<file path="src/shared/dps_cfg.svh">
// Offsets, field positions, reset values and timing counts of the speed-program block.
// Assumes a 200 MHz system clock and a byte-addressed Avalon-MM register window.
`ifndef DPS_CFG_SVH
`define DPS_CFG_SVH
`define DPS_CLK_MHZ 200
`define DPS_TICK_MS 100
`define DPS_DEB_NS 1000
`define DPS_DEB_CYC (((`DPS_DEB_NS) * `DPS_CLK_MHZ + 999) / 1000)
`define DPS_FS_NS 1000
`define DPS_FS_CYC (((`DPS_FS_NS) * `DPS_CLK_MHZ) / 1000)
`define DPS_TICK_CYC (`DPS_TICK_MS * 1000 * `DPS_CLK_MHZ)
`define DPS_A_CTRL 6'h00
`define DPS_A_GAIN 6'h01
`define DPS_A_FILT 6'h02
`define DPS_A_ICNT 6'h03
`define DPS_A_SDIR 6'h04
`define DPS_A_SRAMP 6'h05
`define DPS_A_MAIN 6'h06
`define DPS_A_PRE 6'h07
`define DPS_A_TMR 6'h0E
`define DPS_A_STAT 6'h16
`define DPS_A_CNT 6'h17
`define DPS_F_NBR 0
`define DPS_F_RET 1
`define DPS_F_RES 2
`define DPS_F_PAT 3
`define DPS_F_CYC 6
`define DPS_F_SRC 8
`define DPS_PAT_NORM 3'h0
`define DPS_PAT_EXT4 3'h1
`define DPS_PAT_EXT8 3'h2
`define DPS_PAT_TRAV 3'h3
`define DPS_PAT_INT 3'h4
`define DPS_PAT_DRAW 3'h5
`define DPS_GAIN_MAX 10'h3E8
`define DPS_FILT_MAX 6'h32
`define DPS_FILT_RST 6'h14
`define DPS_ICNT_MAX 16'hFFDC
`define DPS_UD_COARSE 17'h0000A
`define DPS_UD_FINE 17'h00001
`define DPS_FSHIFT 4
`define DPS_PRE_RST {16'h05DC, 16'h07D0, 16'h09C4, 16'h0BB8, 16'h0DAC, 16'h0FA0, 16'h0032}
`define DPS_TMR_RST {16'h0064, 16'h0064, 16'h0000, 16'h0000, 16'h0000, 16'h0000, 16'h0000, 16'h0000}
`endif

</file>
<file path="src/shared/dps_pkg.sv">
// Types shared by the speed-program block.
// Assumes constants come from dps_cfg.svh.
`default_nettype none
package dps_pkg;
    typedef enum logic [2:0] {ST_IDLE, ST_RUN, ST_PAUSE, ST_DRAW, ST_HOLD} dps_state_e;
    typedef logic [15:0] dps_freq_t;
endpackage
`default_nettype wire

</file>
<file path="src/logic/dps_core.sv">
// Frequency reference selection and speed-program sequencer with Avalon-MM registers.
// Assumes all control pins are asynchronous and the analog word changes slowly.
// Overview of operation
// Positive analog bias means forward, negative bias means reverse.
// Negative-bias reverse is blocked unless its enable bit is set.
// Meter output is frequency scaled by 0.0 to 100.0 percent gain.
// Up/down offset is cleared at restart unless retention is set.
// Stored main setpoint survives stop and restart.
// Up/down step is 0.1 Hz or 0.01 Hz by resolution bit.
// Analog filter constant 0 to 50, default 20, larger is slower.
// Intermediate-count output is high while count reaches threshold.
// Run pattern accepts 0 to 5, default 0.
// Three select inputs form a code: 0 main, 1 to 7 presets 2 to 8.
// Eight-speed selection acts only in pattern 2.
// Main frequency comes from potentiometer when source bit is 1.
// External patterns take ramp and direction from terminals.
// Traverse running ignores all but stop, fault and emergency stop.
// Traverse uses main, preset 2, skip preset 8, timers 1 and 2.
// Internal pattern runs eight timed steps, zero timer skips a step.
// Internal steps take ramp and direction from the step words.
// Step ramp word has two bits per step, step 1 lowest.
// Drawing starts only on the external trigger terminal.
// Finished drawing holds preset 3 with done output until stop.
// Cycle mode 0 to 3: single, continuous, and each with step stops.
// Cycle mode matters only in the internal pattern.
// Single-cycle mode stops after one cycle until a new run command.
// Select and trigger inputs are synchronised and debounced.
`include "dps_cfg.svh"
`default_nettype none
module dps_core #(
    parameter int TICK_CYC = `DPS_TICK_CYC
) (
    input wire logic clk,
    input wire logic rst,
    input wire logic [7:0] avs_address,
    input wire logic avs_read,
    input wire logic avs_write,
    input wire logic [31:0] avs_writedata,
    output logic [31:0] avs_readdata,
    output logic avs_waitrequest,
    input wire logic run_in,
    input wire logic stop_in,
    input wire logic fault_in,
    input wire logic estop_in,
    input wire logic fwd_rev_in,
    input wire logic up_in,
    input wire logic down_in,
    input wire logic trig_in,
    input wire logic count_in,
    input wire logic count_clr_in,
    input wire logic [2:0] speed_sel_in,
    input wire logic [1:0] ramp_sel_in,
    input wire logic [15:0] analog_in,
    output dps_pkg::dps_freq_t freq_cmd_q,
    output logic dir_rev_q,
    output logic [1:0] ramp_set_q,
    output logic running_q,
    output logic draw_done_q,
    output logic count_mid_q,
    output logic [15:0] meter_output_q
);
    import dps_pkg::*;

    function automatic logic [15:0] sat16(input logic signed [17:0] v);
        sat16 = v < 0 ? 16'h0000 : (v > 18'sh0FFFF ? 16'hFFFF : v[15:0]);
    endfunction

    // Returns {wrapped, index} of the next step with a non-zero timer
    function automatic logic [3:0] nxt(input logic [7:0] nz, input logic [2:0] cur);
        logic [2:0] j;
        nxt = {1'b1, cur};
        for (int i = 7; i >= 1; i--) begin
            j = cur + 3'(i);
            if (nz[j]) begin
                nxt = {j <= cur, j};
            end
        end
    endfunction

    // Registers
    logic [8:0] ctrl_q;
    logic [9:0] gain_q;
    logic [5:0] filt_c_q;
    logic [15:0] thr_q, main_set_q, sramp_q, cnt_q;
    logic [7:0] sdir_q;
    logic [15:0] pre_q [0:6];
    logic [15:0] tmr_q [0:7];

    // Pin synchronisers
    logic [13:0] s1_q, s2_q, prev_q;
    logic [15:0] a1_q, a2_q;
    always_ff @(posedge clk or posedge rst) begin
        if (rst) begin
            s1_q <= '0;
            s2_q <= '0;
            a1_q <= '0;
            a2_q <= '0;
        end else begin
            s1_q <= {run_in, stop_in, fault_in, estop_in, fwd_rev_in, up_in, down_in,
                     count_in, count_clr_in, ramp_sel_in, speed_sel_in};
            s2_q <= s1_q;
            a1_q <= analog_in;
            a2_q <= a1_q;
        end
    end

    // Select and trigger must sit still before they are taken, so one edge switches speed
    logic [3:0] deb_q;
    logic [7:0] deb_cnt_q;
    logic trig_s1_q, trig_s2_q;
    wire [3:0] deb_raw = {trig_s2_q, s2_q[2:0]};
    always_ff @(posedge clk or posedge rst) begin
        if (rst) begin
            trig_s1_q <= 1'b0;
            trig_s2_q <= 1'b0;
            deb_q <= '0;
            deb_cnt_q <= '0;
            prev_q <= '0;
        end else begin
            trig_s1_q <= trig_in;
            trig_s2_q <= trig_s1_q;
            prev_q <= {s2_q[13:4], deb_q};
            if (deb_raw == deb_q) begin
                deb_cnt_q <= '0;
            end else if (deb_cnt_q == 8'(`DPS_DEB_CYC - 1)) begin
                deb_q <= deb_raw;
                deb_cnt_q <= '0;
            end else begin
                deb_cnt_q <= deb_cnt_q + 8'h01;
            end
        end
    end

    wire s_run = s2_q[13];
    wire stop_any = s2_q[12] | s2_q[11] | s2_q[10];
    wire s_fwd_rev = s2_q[9];
    wire run_edge = s_run & ~prev_q[13];
    wire up_edge = s2_q[8] & ~prev_q[8];
    wire dn_edge = s2_q[7] & ~prev_q[7];
    wire cnt_edge = s2_q[6] & ~prev_q[6];
    wire s_cnt_clr = s2_q[5];
    wire [1:0] s_ramp = s2_q[4:3];
    wire trig_edge = deb_q[3] & ~prev_q[3];
    wire [2:0] sel = deb_q[2:0];

    wire nbr = ctrl_q[`DPS_F_NBR];
    wire retain = ctrl_q[`DPS_F_RET];
    wire res = ctrl_q[`DPS_F_RES];
    wire [2:0] pat = ctrl_q[`DPS_F_PAT +: 3];
    wire [1:0] cyc = ctrl_q[`DPS_F_CYC +: 2];
    wire src = ctrl_q[`DPS_F_SRC];

    // Timebase restarts with each run so the first step gets its full time
    dps_state_e st_q;
    wire run_start = st_q == ST_IDLE && run_edge && !stop_any;
    logic [31:0] tick_cnt_q;
    logic [7:0] fs_q;
    logic [5:0] fdiv_q;
    logic signed [15:0] filt_q;
    wire tick = tick_cnt_q == 32'(TICK_CYC - 1);
    wire fs = fs_q == 8'(`DPS_FS_CYC - 1);
    wire signed [16:0] fdiff = $signed({a2_q[15], a2_q}) - $signed({filt_q[15], filt_q});
    wire signed [16:0] fstep = fdiff >>> `DPS_FSHIFT;
    always_ff @(posedge clk or posedge rst) begin
        if (rst) begin
            tick_cnt_q <= '0;
            fs_q <= '0;
            fdiv_q <= '0;
            filt_q <= '0;
        end else begin
            tick_cnt_q <= (tick || run_start) ? 32'h0 : tick_cnt_q + 32'h1;
            fs_q <= fs ? 8'h00 : fs_q + 8'h01;
            if (fs) begin
                fdiv_q <= fdiv_q >= filt_c_q ? 6'h00 : fdiv_q + 6'h01;
                if (fdiv_q >= filt_c_q) begin
                    filt_q <= filt_q + fstep[15:0];
                end
            end
        end
    end

    // Analog command: sign is the requested direction, negative dropped unless enabled
    wire an_rev = filt_q[15];
    wire an_ok = ~an_rev | nbr;
    wire [15:0] amag = an_rev ? 16'(-filt_q) : filt_q;
    wire [15:0] afreq = an_ok ? amag : 16'h0000;
    wire [15:0] main_f = src ? afreq : main_set_q;

    // Sequencer
    logic [2:0] step_q;
    logic [15:0] tcnt_q;
    logic phase_q;
    logic signed [16:0] ud_q;
    wire [7:0] nz;
    for (genvar g = 0; g < 8; g++) begin : g_nz
        assign nz[g] = tmr_q[g] != 16'h0000;
    end
    wire [3:0] nx = nxt(nz, step_q);
    wire [3:0] first = nxt(nz, 3'h7);
    wire [15:0] tcur = tmr_q[step_q];
    wire [15:0] tphase = tmr_q[{2'b00, phase_q}];
    wire int_dir = sdir_q[step_q];
    wire [2:0] ext_idx = pat == `DPS_PAT_EXT8 ? sel : {1'b0, sel[1:0]};
    wire [15:0] ext_f = ext_idx == 3'h0 ? main_f : pre_q[ext_idx - 3'h1];
    wire [15:0] int_f = step_q == 3'h0 ? main_f : pre_q[step_q - 3'h1];
    wire [15:0] trv_base = phase_q ? pre_q[0] : main_f;
    // Skip jump at each inflection lasts one tick
    wire [15:0] trv_f = tcnt_q == 16'h0 ? sat16(18'(trv_base) - 18'(pre_q[6])) : trv_base;
    wire [15:0] norm_f = sat16(18'(main_f) + 18'(ud_q));
    wire is_norm = pat == `DPS_PAT_NORM;
    wire end_stop = nx[3] & ~cyc[0];
    wire [16:0] ud_step = res ? `DPS_UD_FINE : `DPS_UD_COARSE;

    always_ff @(posedge clk or posedge rst) begin
        if (rst) begin
            st_q <= ST_IDLE;
            step_q <= '0;
            tcnt_q <= '0;
            phase_q <= 1'b0;
            ud_q <= '0;
        end else begin
            if (st_q == ST_RUN && is_norm) begin
                if (up_edge) begin
                    ud_q <= ud_q + ud_step;
                end else if (dn_edge) begin
                    ud_q <= ud_q - ud_step;
                end
            end
            if (stop_any && st_q != ST_IDLE) begin
                st_q <= ST_IDLE;
            end else begin
                unique case (st_q)
                    ST_IDLE: begin
                        if (run_edge && !stop_any) begin
                            tcnt_q <= '0;
                            phase_q <= 1'b0;
                            step_q <= first[2:0];
                            if (!retain) begin
                                ud_q <= '0;
                            end
                            if (pat != `DPS_PAT_INT || nz != 8'h00) begin
                                st_q <= ST_RUN;
                            end
                        end
                    end
                    ST_RUN: begin
                        if (pat == `DPS_PAT_DRAW && trig_edge) begin
                            st_q <= ST_DRAW;
                            tcnt_q <= '0;
                        end else if (tick && pat == `DPS_PAT_INT) begin
                            if (tcnt_q + 16'h1 >= tcur) begin
                                tcnt_q <= '0;
                                step_q <= nx[2:0];
                                if (end_stop) begin
                                    st_q <= ST_IDLE;
                                end else if (cyc[1]) begin
                                    st_q <= ST_PAUSE;
                                end
                            end else begin
                                tcnt_q <= tcnt_q + 16'h1;
                            end
                        end else if (tick && pat == `DPS_PAT_TRAV) begin
                            if (tcnt_q + 16'h1 >= tphase) begin
                                tcnt_q <= '0;
                                phase_q <= ~phase_q;
                            end else begin
                                tcnt_q <= tcnt_q + 16'h1;
                            end
                        end
                    end
                    ST_PAUSE: begin
                        if (tick) begin
                            st_q <= ST_RUN;
                        end
                    end
                    ST_DRAW: begin
                        if (tick) begin
                            tcnt_q <= tcnt_q + 16'h1;
                            if (tcnt_q + 16'h1 >= tmr_q[0]) begin
                                st_q <= ST_HOLD;
                            end
                        end
                    end
                    ST_HOLD: begin
                    end
                endcase
            end
        end
    end

    // Output selection
    dps_freq_t f_d;
    logic dir_d;
    logic [1:0] ramp_d;
    always_comb begin
        f_d = 16'h0000;
        dir_d = s_fwd_rev;
        ramp_d = s_ramp;
        unique case (st_q)
            ST_IDLE, ST_PAUSE: f_d = 16'h0000;
            ST_DRAW: f_d = main_f;
            ST_HOLD: f_d = pre_q[1];
            ST_RUN: begin
                unique case (pat)
                    `DPS_PAT_NORM: begin
                        f_d = norm_f;
                        dir_d = src ? an_rev & an_ok : s_fwd_rev;
                    end
                    `DPS_PAT_EXT4, `DPS_PAT_EXT8: f_d = ext_f;
                    `DPS_PAT_TRAV: begin
                        f_d = trv_f;
                        dir_d = 1'b0;
                        ramp_d = 2'h0;
                    end
                    `DPS_PAT_INT: begin
                        f_d = int_f;
                        dir_d = int_dir;
                        ramp_d = sramp_q[{step_q, 1'b0} +: 2];
                    end
                    default: f_d = main_f;
                endcase
            end
        endcase
    end

    wire [25:0] mprod = freq_cmd_q * gain_q;
    wire [25:0] mscaled = mprod / 26'(`DPS_GAIN_MAX);
    always_ff @(posedge clk or posedge rst) begin
        if (rst) begin
            freq_cmd_q <= '0;
            dir_rev_q <= 1'b0;
            ramp_set_q <= '0;
            running_q <= 1'b0;
            draw_done_q <= 1'b0;
            count_mid_q <= 1'b0;
            meter_output_q <= '0;
            cnt_q <= '0;
        end else begin
            freq_cmd_q <= f_d;
            dir_rev_q <= dir_d;
            ramp_set_q <= ramp_d;
            running_q <= st_q != ST_IDLE;
            draw_done_q <= st_q == ST_HOLD;
            meter_output_q <= mscaled[15:0];
            count_mid_q <= cnt_q >= thr_q;
            if (s_cnt_clr) begin
                cnt_q <= '0;
            end else if (cnt_edge && cnt_q != 16'hFFFF) begin
                cnt_q <= cnt_q + 16'h1;
            end
        end
    end

    // Avalon-MM slave: every access sees exactly one wait cycle
    wire req = avs_read | avs_write;
    wire wr = avs_write & ~avs_waitrequest;
    wire [5:0] wa = avs_address[7:2];
    wire [31:0] wd = avs_writedata;
    wire in_pre = wa >= `DPS_A_PRE && wa < `DPS_A_TMR;
    wire in_tmr = wa >= `DPS_A_TMR && wa < `DPS_A_STAT;
    wire [2:0] pi = 3'(wa - `DPS_A_PRE);
    wire [2:0] ti = 3'(wa - `DPS_A_TMR);
    logic [31:0] rd_d;
    always_comb begin
        rd_d = 32'h0;
        if (in_pre) begin
            rd_d = {16'h0, pre_q[pi]};
        end else if (in_tmr) begin
            rd_d = {16'h0, tmr_q[ti]};
        end else begin
            unique case (wa)
                `DPS_A_CTRL: rd_d = {23'h0, ctrl_q};
                `DPS_A_GAIN: rd_d = {22'h0, gain_q};
                `DPS_A_FILT: rd_d = {26'h0, filt_c_q};
                `DPS_A_ICNT: rd_d = {16'h0, thr_q};
                `DPS_A_SDIR: rd_d = {24'h0, sdir_q};
                `DPS_A_SRAMP: rd_d = {16'h0, sramp_q};
                `DPS_A_MAIN: rd_d = {16'h0, main_set_q};
                `DPS_A_STAT: rd_d = {8'h0, count_mid_q, draw_done_q, 3'(st_q), step_q,
                                     freq_cmd_q};
                `DPS_A_CNT: rd_d = {16'h0, cnt_q};
                default: rd_d = 32'h0;
            endcase
        end
    end

    always_ff @(posedge clk or posedge rst) begin
        if (rst) begin
            avs_waitrequest <= 1'b1;
            avs_readdata <= '0;
        end else begin
            avs_waitrequest <= ~(req & avs_waitrequest);
            if (avs_read && avs_waitrequest) begin
                avs_readdata <= rd_d;
            end
        end
    end

    always_ff @(posedge clk or posedge rst) begin
        if (rst) begin
            ctrl_q <= '0;
            gain_q <= `DPS_GAIN_MAX;
            filt_c_q <= `DPS_FILT_RST;
            thr_q <= '0;
            sdir_q <= '0;
            sramp_q <= '0;
            main_set_q <= '0;
            {pre_q[0], pre_q[1], pre_q[2], pre_q[3], pre_q[4], pre_q[5], pre_q[6]} <= `DPS_PRE_RST;
            {tmr_q[0], tmr_q[1], tmr_q[2], tmr_q[3], tmr_q[4], tmr_q[5], tmr_q[6], tmr_q[7]}
                <= `DPS_TMR_RST;
        end else if (wr) begin
            if (in_pre) begin
                pre_q[pi] <= wd[15:0];
            end
            if (in_tmr) begin
                tmr_q[ti] <= wd[15:0];
            end
            unique case (wa)
                `DPS_A_CTRL: begin
                    ctrl_q <= wd[8:0];
                    if (wd[`DPS_F_PAT +: 3] > `DPS_PAT_DRAW) begin
                        ctrl_q[`DPS_F_PAT +: 3] <= pat;
                    end
                end
                `DPS_A_GAIN: gain_q <= wd[15:0] > 16'(`DPS_GAIN_MAX) ? `DPS_GAIN_MAX : wd[9:0];
                `DPS_A_FILT: filt_c_q <= wd[15:0] > 16'(`DPS_FILT_MAX) ? `DPS_FILT_MAX : wd[5:0];
                `DPS_A_ICNT: thr_q <= wd[15:0] > `DPS_ICNT_MAX ? `DPS_ICNT_MAX : wd[15:0];
                `DPS_A_SDIR: sdir_q <= wd[7:0];
                `DPS_A_SRAMP: sramp_q <= wd[15:0];
                `DPS_A_MAIN: main_set_q <= wd[15:0];
                default: begin
                end
            endcase
        end
    end
endmodule
`default_nettype wire

</file>
<file path="config.mk">
export PLATFORM = sky130hd
export DESIGN_NAME = dps_core
export DESIGN_NICKNAME = d
export VERILOG_FILES = /design/src/shared/dps_pkg.sv /design/src/logic/dps_core.sv
export VERILOG_INCLUDE_DIRS = /design/src /design/src/shared
export SDC_FILE = /design/constraint.sdc
export NUM_CORES = 2
export LEC_CHECK = 0
export ABC_AREA = 1
export ABC_CLOCK_PERIOD_IN_PS = 53900
export BUFFER_PORTS_ARGS = -buffer_cell sky130_fd_sc_hd__buf_2
export CORE_ASPECT_RATIO = 1.2
export CORE_MARGIN = 4
export CORE_UTILIZATION = 69
export DETAILED_ROUTE_END_ITERATION = 8
export PLACE_DENSITY = 0.87
export SYNTH_ARGS = -nofsm -noshare
export SYNTH_HDL_FRONTEND = slang
export SYNTH_SLANG_ARGS = --single-unit
</file>
<file path="constraint.sdc">
create_clock -name clk -period 53.9 [get_ports clk]
set_input_delay 10.78 -clock clk [delete_from_list [all_inputs] [get_ports clk]]
set_output_delay 10.78 -clock clk [all_outputs]
set_load 0.02 [all_outputs]
</file>
==> results by group <==
Status
  • Outcome: finished clean

Synthesis
  • Leading post-synthesis cells by cell area: dfrtp_1, nand2_1, o21ai_0, inv_1, ha_1
  • Number of enable flip-flop cells after synthesis: 0
  • Post-synth top area cell: dfrtp_1
  • Avg Cell Area, Syn: 7.274 um2
  • Mapped Area: 0.04485 mm2
  • Synth async-reset ratio: 1.000
  • Yosys top cell area share: 0.2929
  • Syn. warnings: 0
  • Seq/Total Area, Yosys: 0.3257
  • Synth cell types: 80
  • Main flop type after synthesis: dfrtp_1
  • Mapped Cells: 6166
  • Register bit total from synthesis: 581

Placement
  • PortBufs: 119
  • Dpl hpwl: 103800 um
  • Routability Congestion: 1.027
  • Cell count after placement: 6890
  • Pre-CTS setup slack: 39430 ps

Pwr
  • Total chip power: 1858 uW
  • Gate power share: 0.447
  • Clock power share: 0.254
  • Switching fraction of total power: 0.4461
  • Seq pwr share: 0.299
  • P_int: 1029 uW
  • Leakage: 0.02390 uW
  • Psw: 828.8 uW
  • Worst vdd ir: 33.21 uV
  • PD cells: 38.64 mW/mm2

Detailed routing
  • Drt via density: 6.292
  • Drt wl/cell: 20.52 um
  • Initial drt markers: 5827
  • DR DRC count: 0
  • First-pass iteration count of the detailed router: 8
  • WL final: 143800 um
  • Vias: 44.09k
  • Post-route antenna net violation count: 0

Floorplanning
  • Full die area: 0.06916 mm2
  • Core Box Area: 0.06445 mm2
  • Row count: 102
  • I/O Pins: 146
  • Starting Density: 0.6959
  • DIE WIDTH: 240.7 um
  • Die Height: 287.3 um

Hold path
  • Start point of the worst hold path: a1_q[1]
  • Worst Hold Class: reg2reg
  • Worst hold stages: 0
  • Hold endpoint: a2_q[1]

Run
  • Max cap viols: 0

CTS
  • CTS Sinks: 581
  • TritonCTS clock tree: built
  • Root buffer cell: clkbuf_16
  • Clk Latency, worst-skew pair: 680 ps
  • Post-CTS Setup Inserts: 0
  • Cts hold-fix bufs: 0
  • Resized cells post-CTS: 0
  • Total CTS buffers: 61
  • H-tree depth: 2
  • Clock Path Buffers: 3
  • Register clock-pin slew on the reported worst setup and hold paths: 70 ps

Critical path
  • Crit Path Class: reg2reg
  • Critical Path Fanout Max: 12
  • CP peak stage delay: 850 ps
  • Critical Path RT: 54450 ps
  • Slowest cell on the critical path: dfrtp_1
  • FF-to-FF path depth: 102
  • FF-to-FF End: meter_output_q[0]
  • Setup crit end kind: flop
  • Worst path most repeated cell: nand2_2
  • CP Launch Type: flop
  • Crit path DAT: 15220 ps
  • R2R setup slack: 39220 ps
  • Critical Path Source: freq_cmd_q[8]
  • Top delay family on crit path: simple AND/OR/NAND/NOR gates
  • Worst flop-to-flop path startpoint: freq_cmd_q[8]
  • Crit path buffers/inverters: 13

Layout
  • Share of post-route cells with drive strength above 1: 0.09832
  • P&R area growth vs syn: 7.209%
  • Fillers: 4956
  • Nets: 6537
  • Final cell count without fillers: 7008
  • Fin util: 0.7461

STA
  • Fin. max-slew vios: 0
  • Slew headroom: 0.1181
  • Setup TNS: 0 ps
  • Layout Skew: 33.11 ps
  • Worst-Margin Slew: 1312 ps
  • Min cycle time layout: 14680 ps
  • Final hold vios: 0
  • Maximum clock rate: 68.14 MHz
  • Final Cycle Share: 0.2723
  • RSZ-0062 raised after global routing: no
  • Final worst setup slack: 39220 ps
  • Final setup viols: 0

GRT
  • Antenna violations before repair: 4
  • Largest net degree at the start of global routing: 114
  • Grt total ovfl: 0
  • Vias in the first global route: 42.34k
  • First-pass GRT wire length: 225700 um
  • GR Util All Layers: 0.4095
power groups by stage:
stage	clock, uW	combinational, uW	sequential [uW]
floorplan	0	608	535
global placement	0	780	556
detailed placement	0	800	557
CTS	472	806	551
global route	491	918	560
finish	472	830	556
worst reg2reg max path: cells and delay by family (launching register included):
kind                     cells  cell delay [ps]
buffers and inverters       13              690
AO/OA/AOI/OAI                6             1580
AND/OR/NAND/NOR             77             8330
flip-flops                   1              850
adder cells (fa/ha/maj)      6             3090
cell usage after synthesis (9+ instances only):
cell type and instances:
a211oi_1 11, a21o_1 12, a21oi_1 432, a221oi_1 36, a22oi_1 20, a311oi_1 11
a31oi_1 37, and2_1 11, buf_1 16, clkbuf_1 264, clkinv_1 12, dfrtp_1 525
dfstp_2 56, fa_1 115, ha_1 226, inv_1 853, inv_2 36, inv_4 9
nand2_1 1268, nand2_2 80, nand2_4 36, nand3_1 271, nand3_2 25, nand3b_1 10
nand4_1 71, nor2_1 369, nor2_2 18, nor2_4 9, nor3_1 83, nor4_1 27
o2111ai_1 21, o211ai_1 49, o21a_1 19, o21ai_0 785, o21ai_1 22, o21bai_1 14
o221ai_1 18, o22ai_1 43, o311ai_0 14, o31ai_1 30, or2_2 14, xnor2_1 26
xor2_1 80
cell families after synthesis:
| logic type | Yosys count | share of synthesized area |
|---|---|---|
| AOI/OAI and AO/OA | 1615 | 0.2042 |
| xor gates and xnor gates | 106 | 0.02070 |
| adders and majority gates | 341 | 0.1144 |
| buffers and inverters | 1201 | 0.1020 |
| DFF | 581 | 0.3257 |
| muxes | 2 | 0.0005021 |
| other | 1 | 0.00008361 |
| and+or+nand+nor | 2319 | 0.2324 |
how the worst max path moves through the flow:
stage | cells after the start | to | slack (ps)
global placement | 11 | tmr_q[93] | 39570
detailed placement | 102 | meter_output_q[0] | 39430
CTS | 102 | meter_output_q[0] | 39340
finish | 102 | meter_output_q[0] | 39220
global route | 100 | meter_output_q[0] | 37950
floorplan | 1 | a1_q[0] | 26960
cell usage in the layout, fill, tap and decap left out, drive strengths merged, types with 30 or more instances in the layout:
cell | netlist | routed
xor2 | 80 | 80
a31oi | 38 | 38
ha | 226 | 226
a21oi | 433 | 433
nor3 | 83 | 83
o22ai | 43 | 43
o211ai | 49 | 49
nand3 | 301 | 301
fa | 115 | 115
buf | 25 | 174
a221oi | 36 | 36
inv | 899 | 905
nand4 | 71 | 71
nand2 | 1387 | 1387
o31ai | 30 | 30
dfstp | 56 | 56
nor2 | 396 | 396
dfrtp | 525 | 525
o21ai | 811 | 811
clkbuf | 264 | 82
flip-flops by register name, summed over array words and instances (netlist names), 14 cells and up:
signal,cells
avs_readdata,24
cnt_q,16
main_set_q,16
tcnt_q,16
freq_cmd_q,16
a2_q,16
s1_q,14
s2_q,14
filt_q,16
meter_output_q,16
sramp_q,16
a1_q,16
tmr_q,128
tick_cnt_q,32
thr_q,16
pre_q,112
ud_q,17
layer usage:
metal  vias to the layer above  GRT usage  part of all wire
li1                      20290          -                 -
met1                     20410     0.5145              0.37
met2                      2717     0.6347              0.44
met3                       669     0.1087              0.12
met4                         4     0.2481             0.074
met5                         -          0           0.00019
per-stage QoR:
stage               hold WS (ps)  cell area (um2)
finish                     347.3            48080
global route               358.3            48080
CTS                        349.2            48080
detailed placement         336.3            45840
global placement           332.4            45840
floorplan                  331.2            44880
cell type report:
| class | count | area [um2] | share of cell area |
|---|---|---|---|
| multi-input cells | 4391 | 25720 | 0.5348 |
| flip-flops and latches | 581 | 14610 | 0.3039 |
| inverters | 912 | 3462 | 0.07200 |
| clock buffers | 82 | 1705 | 0.03547 |
| well taps | 832 | 1041 | 0.02165 |
| repair buffers | 174 | 1008 | 0.02097 |
| clock inverters | 34 | 530.5 | 0.01103 |
| diodes | 2 | 5.005 | 0.0001041 |
Note: power is estimated with default switching activity, not from simulation.
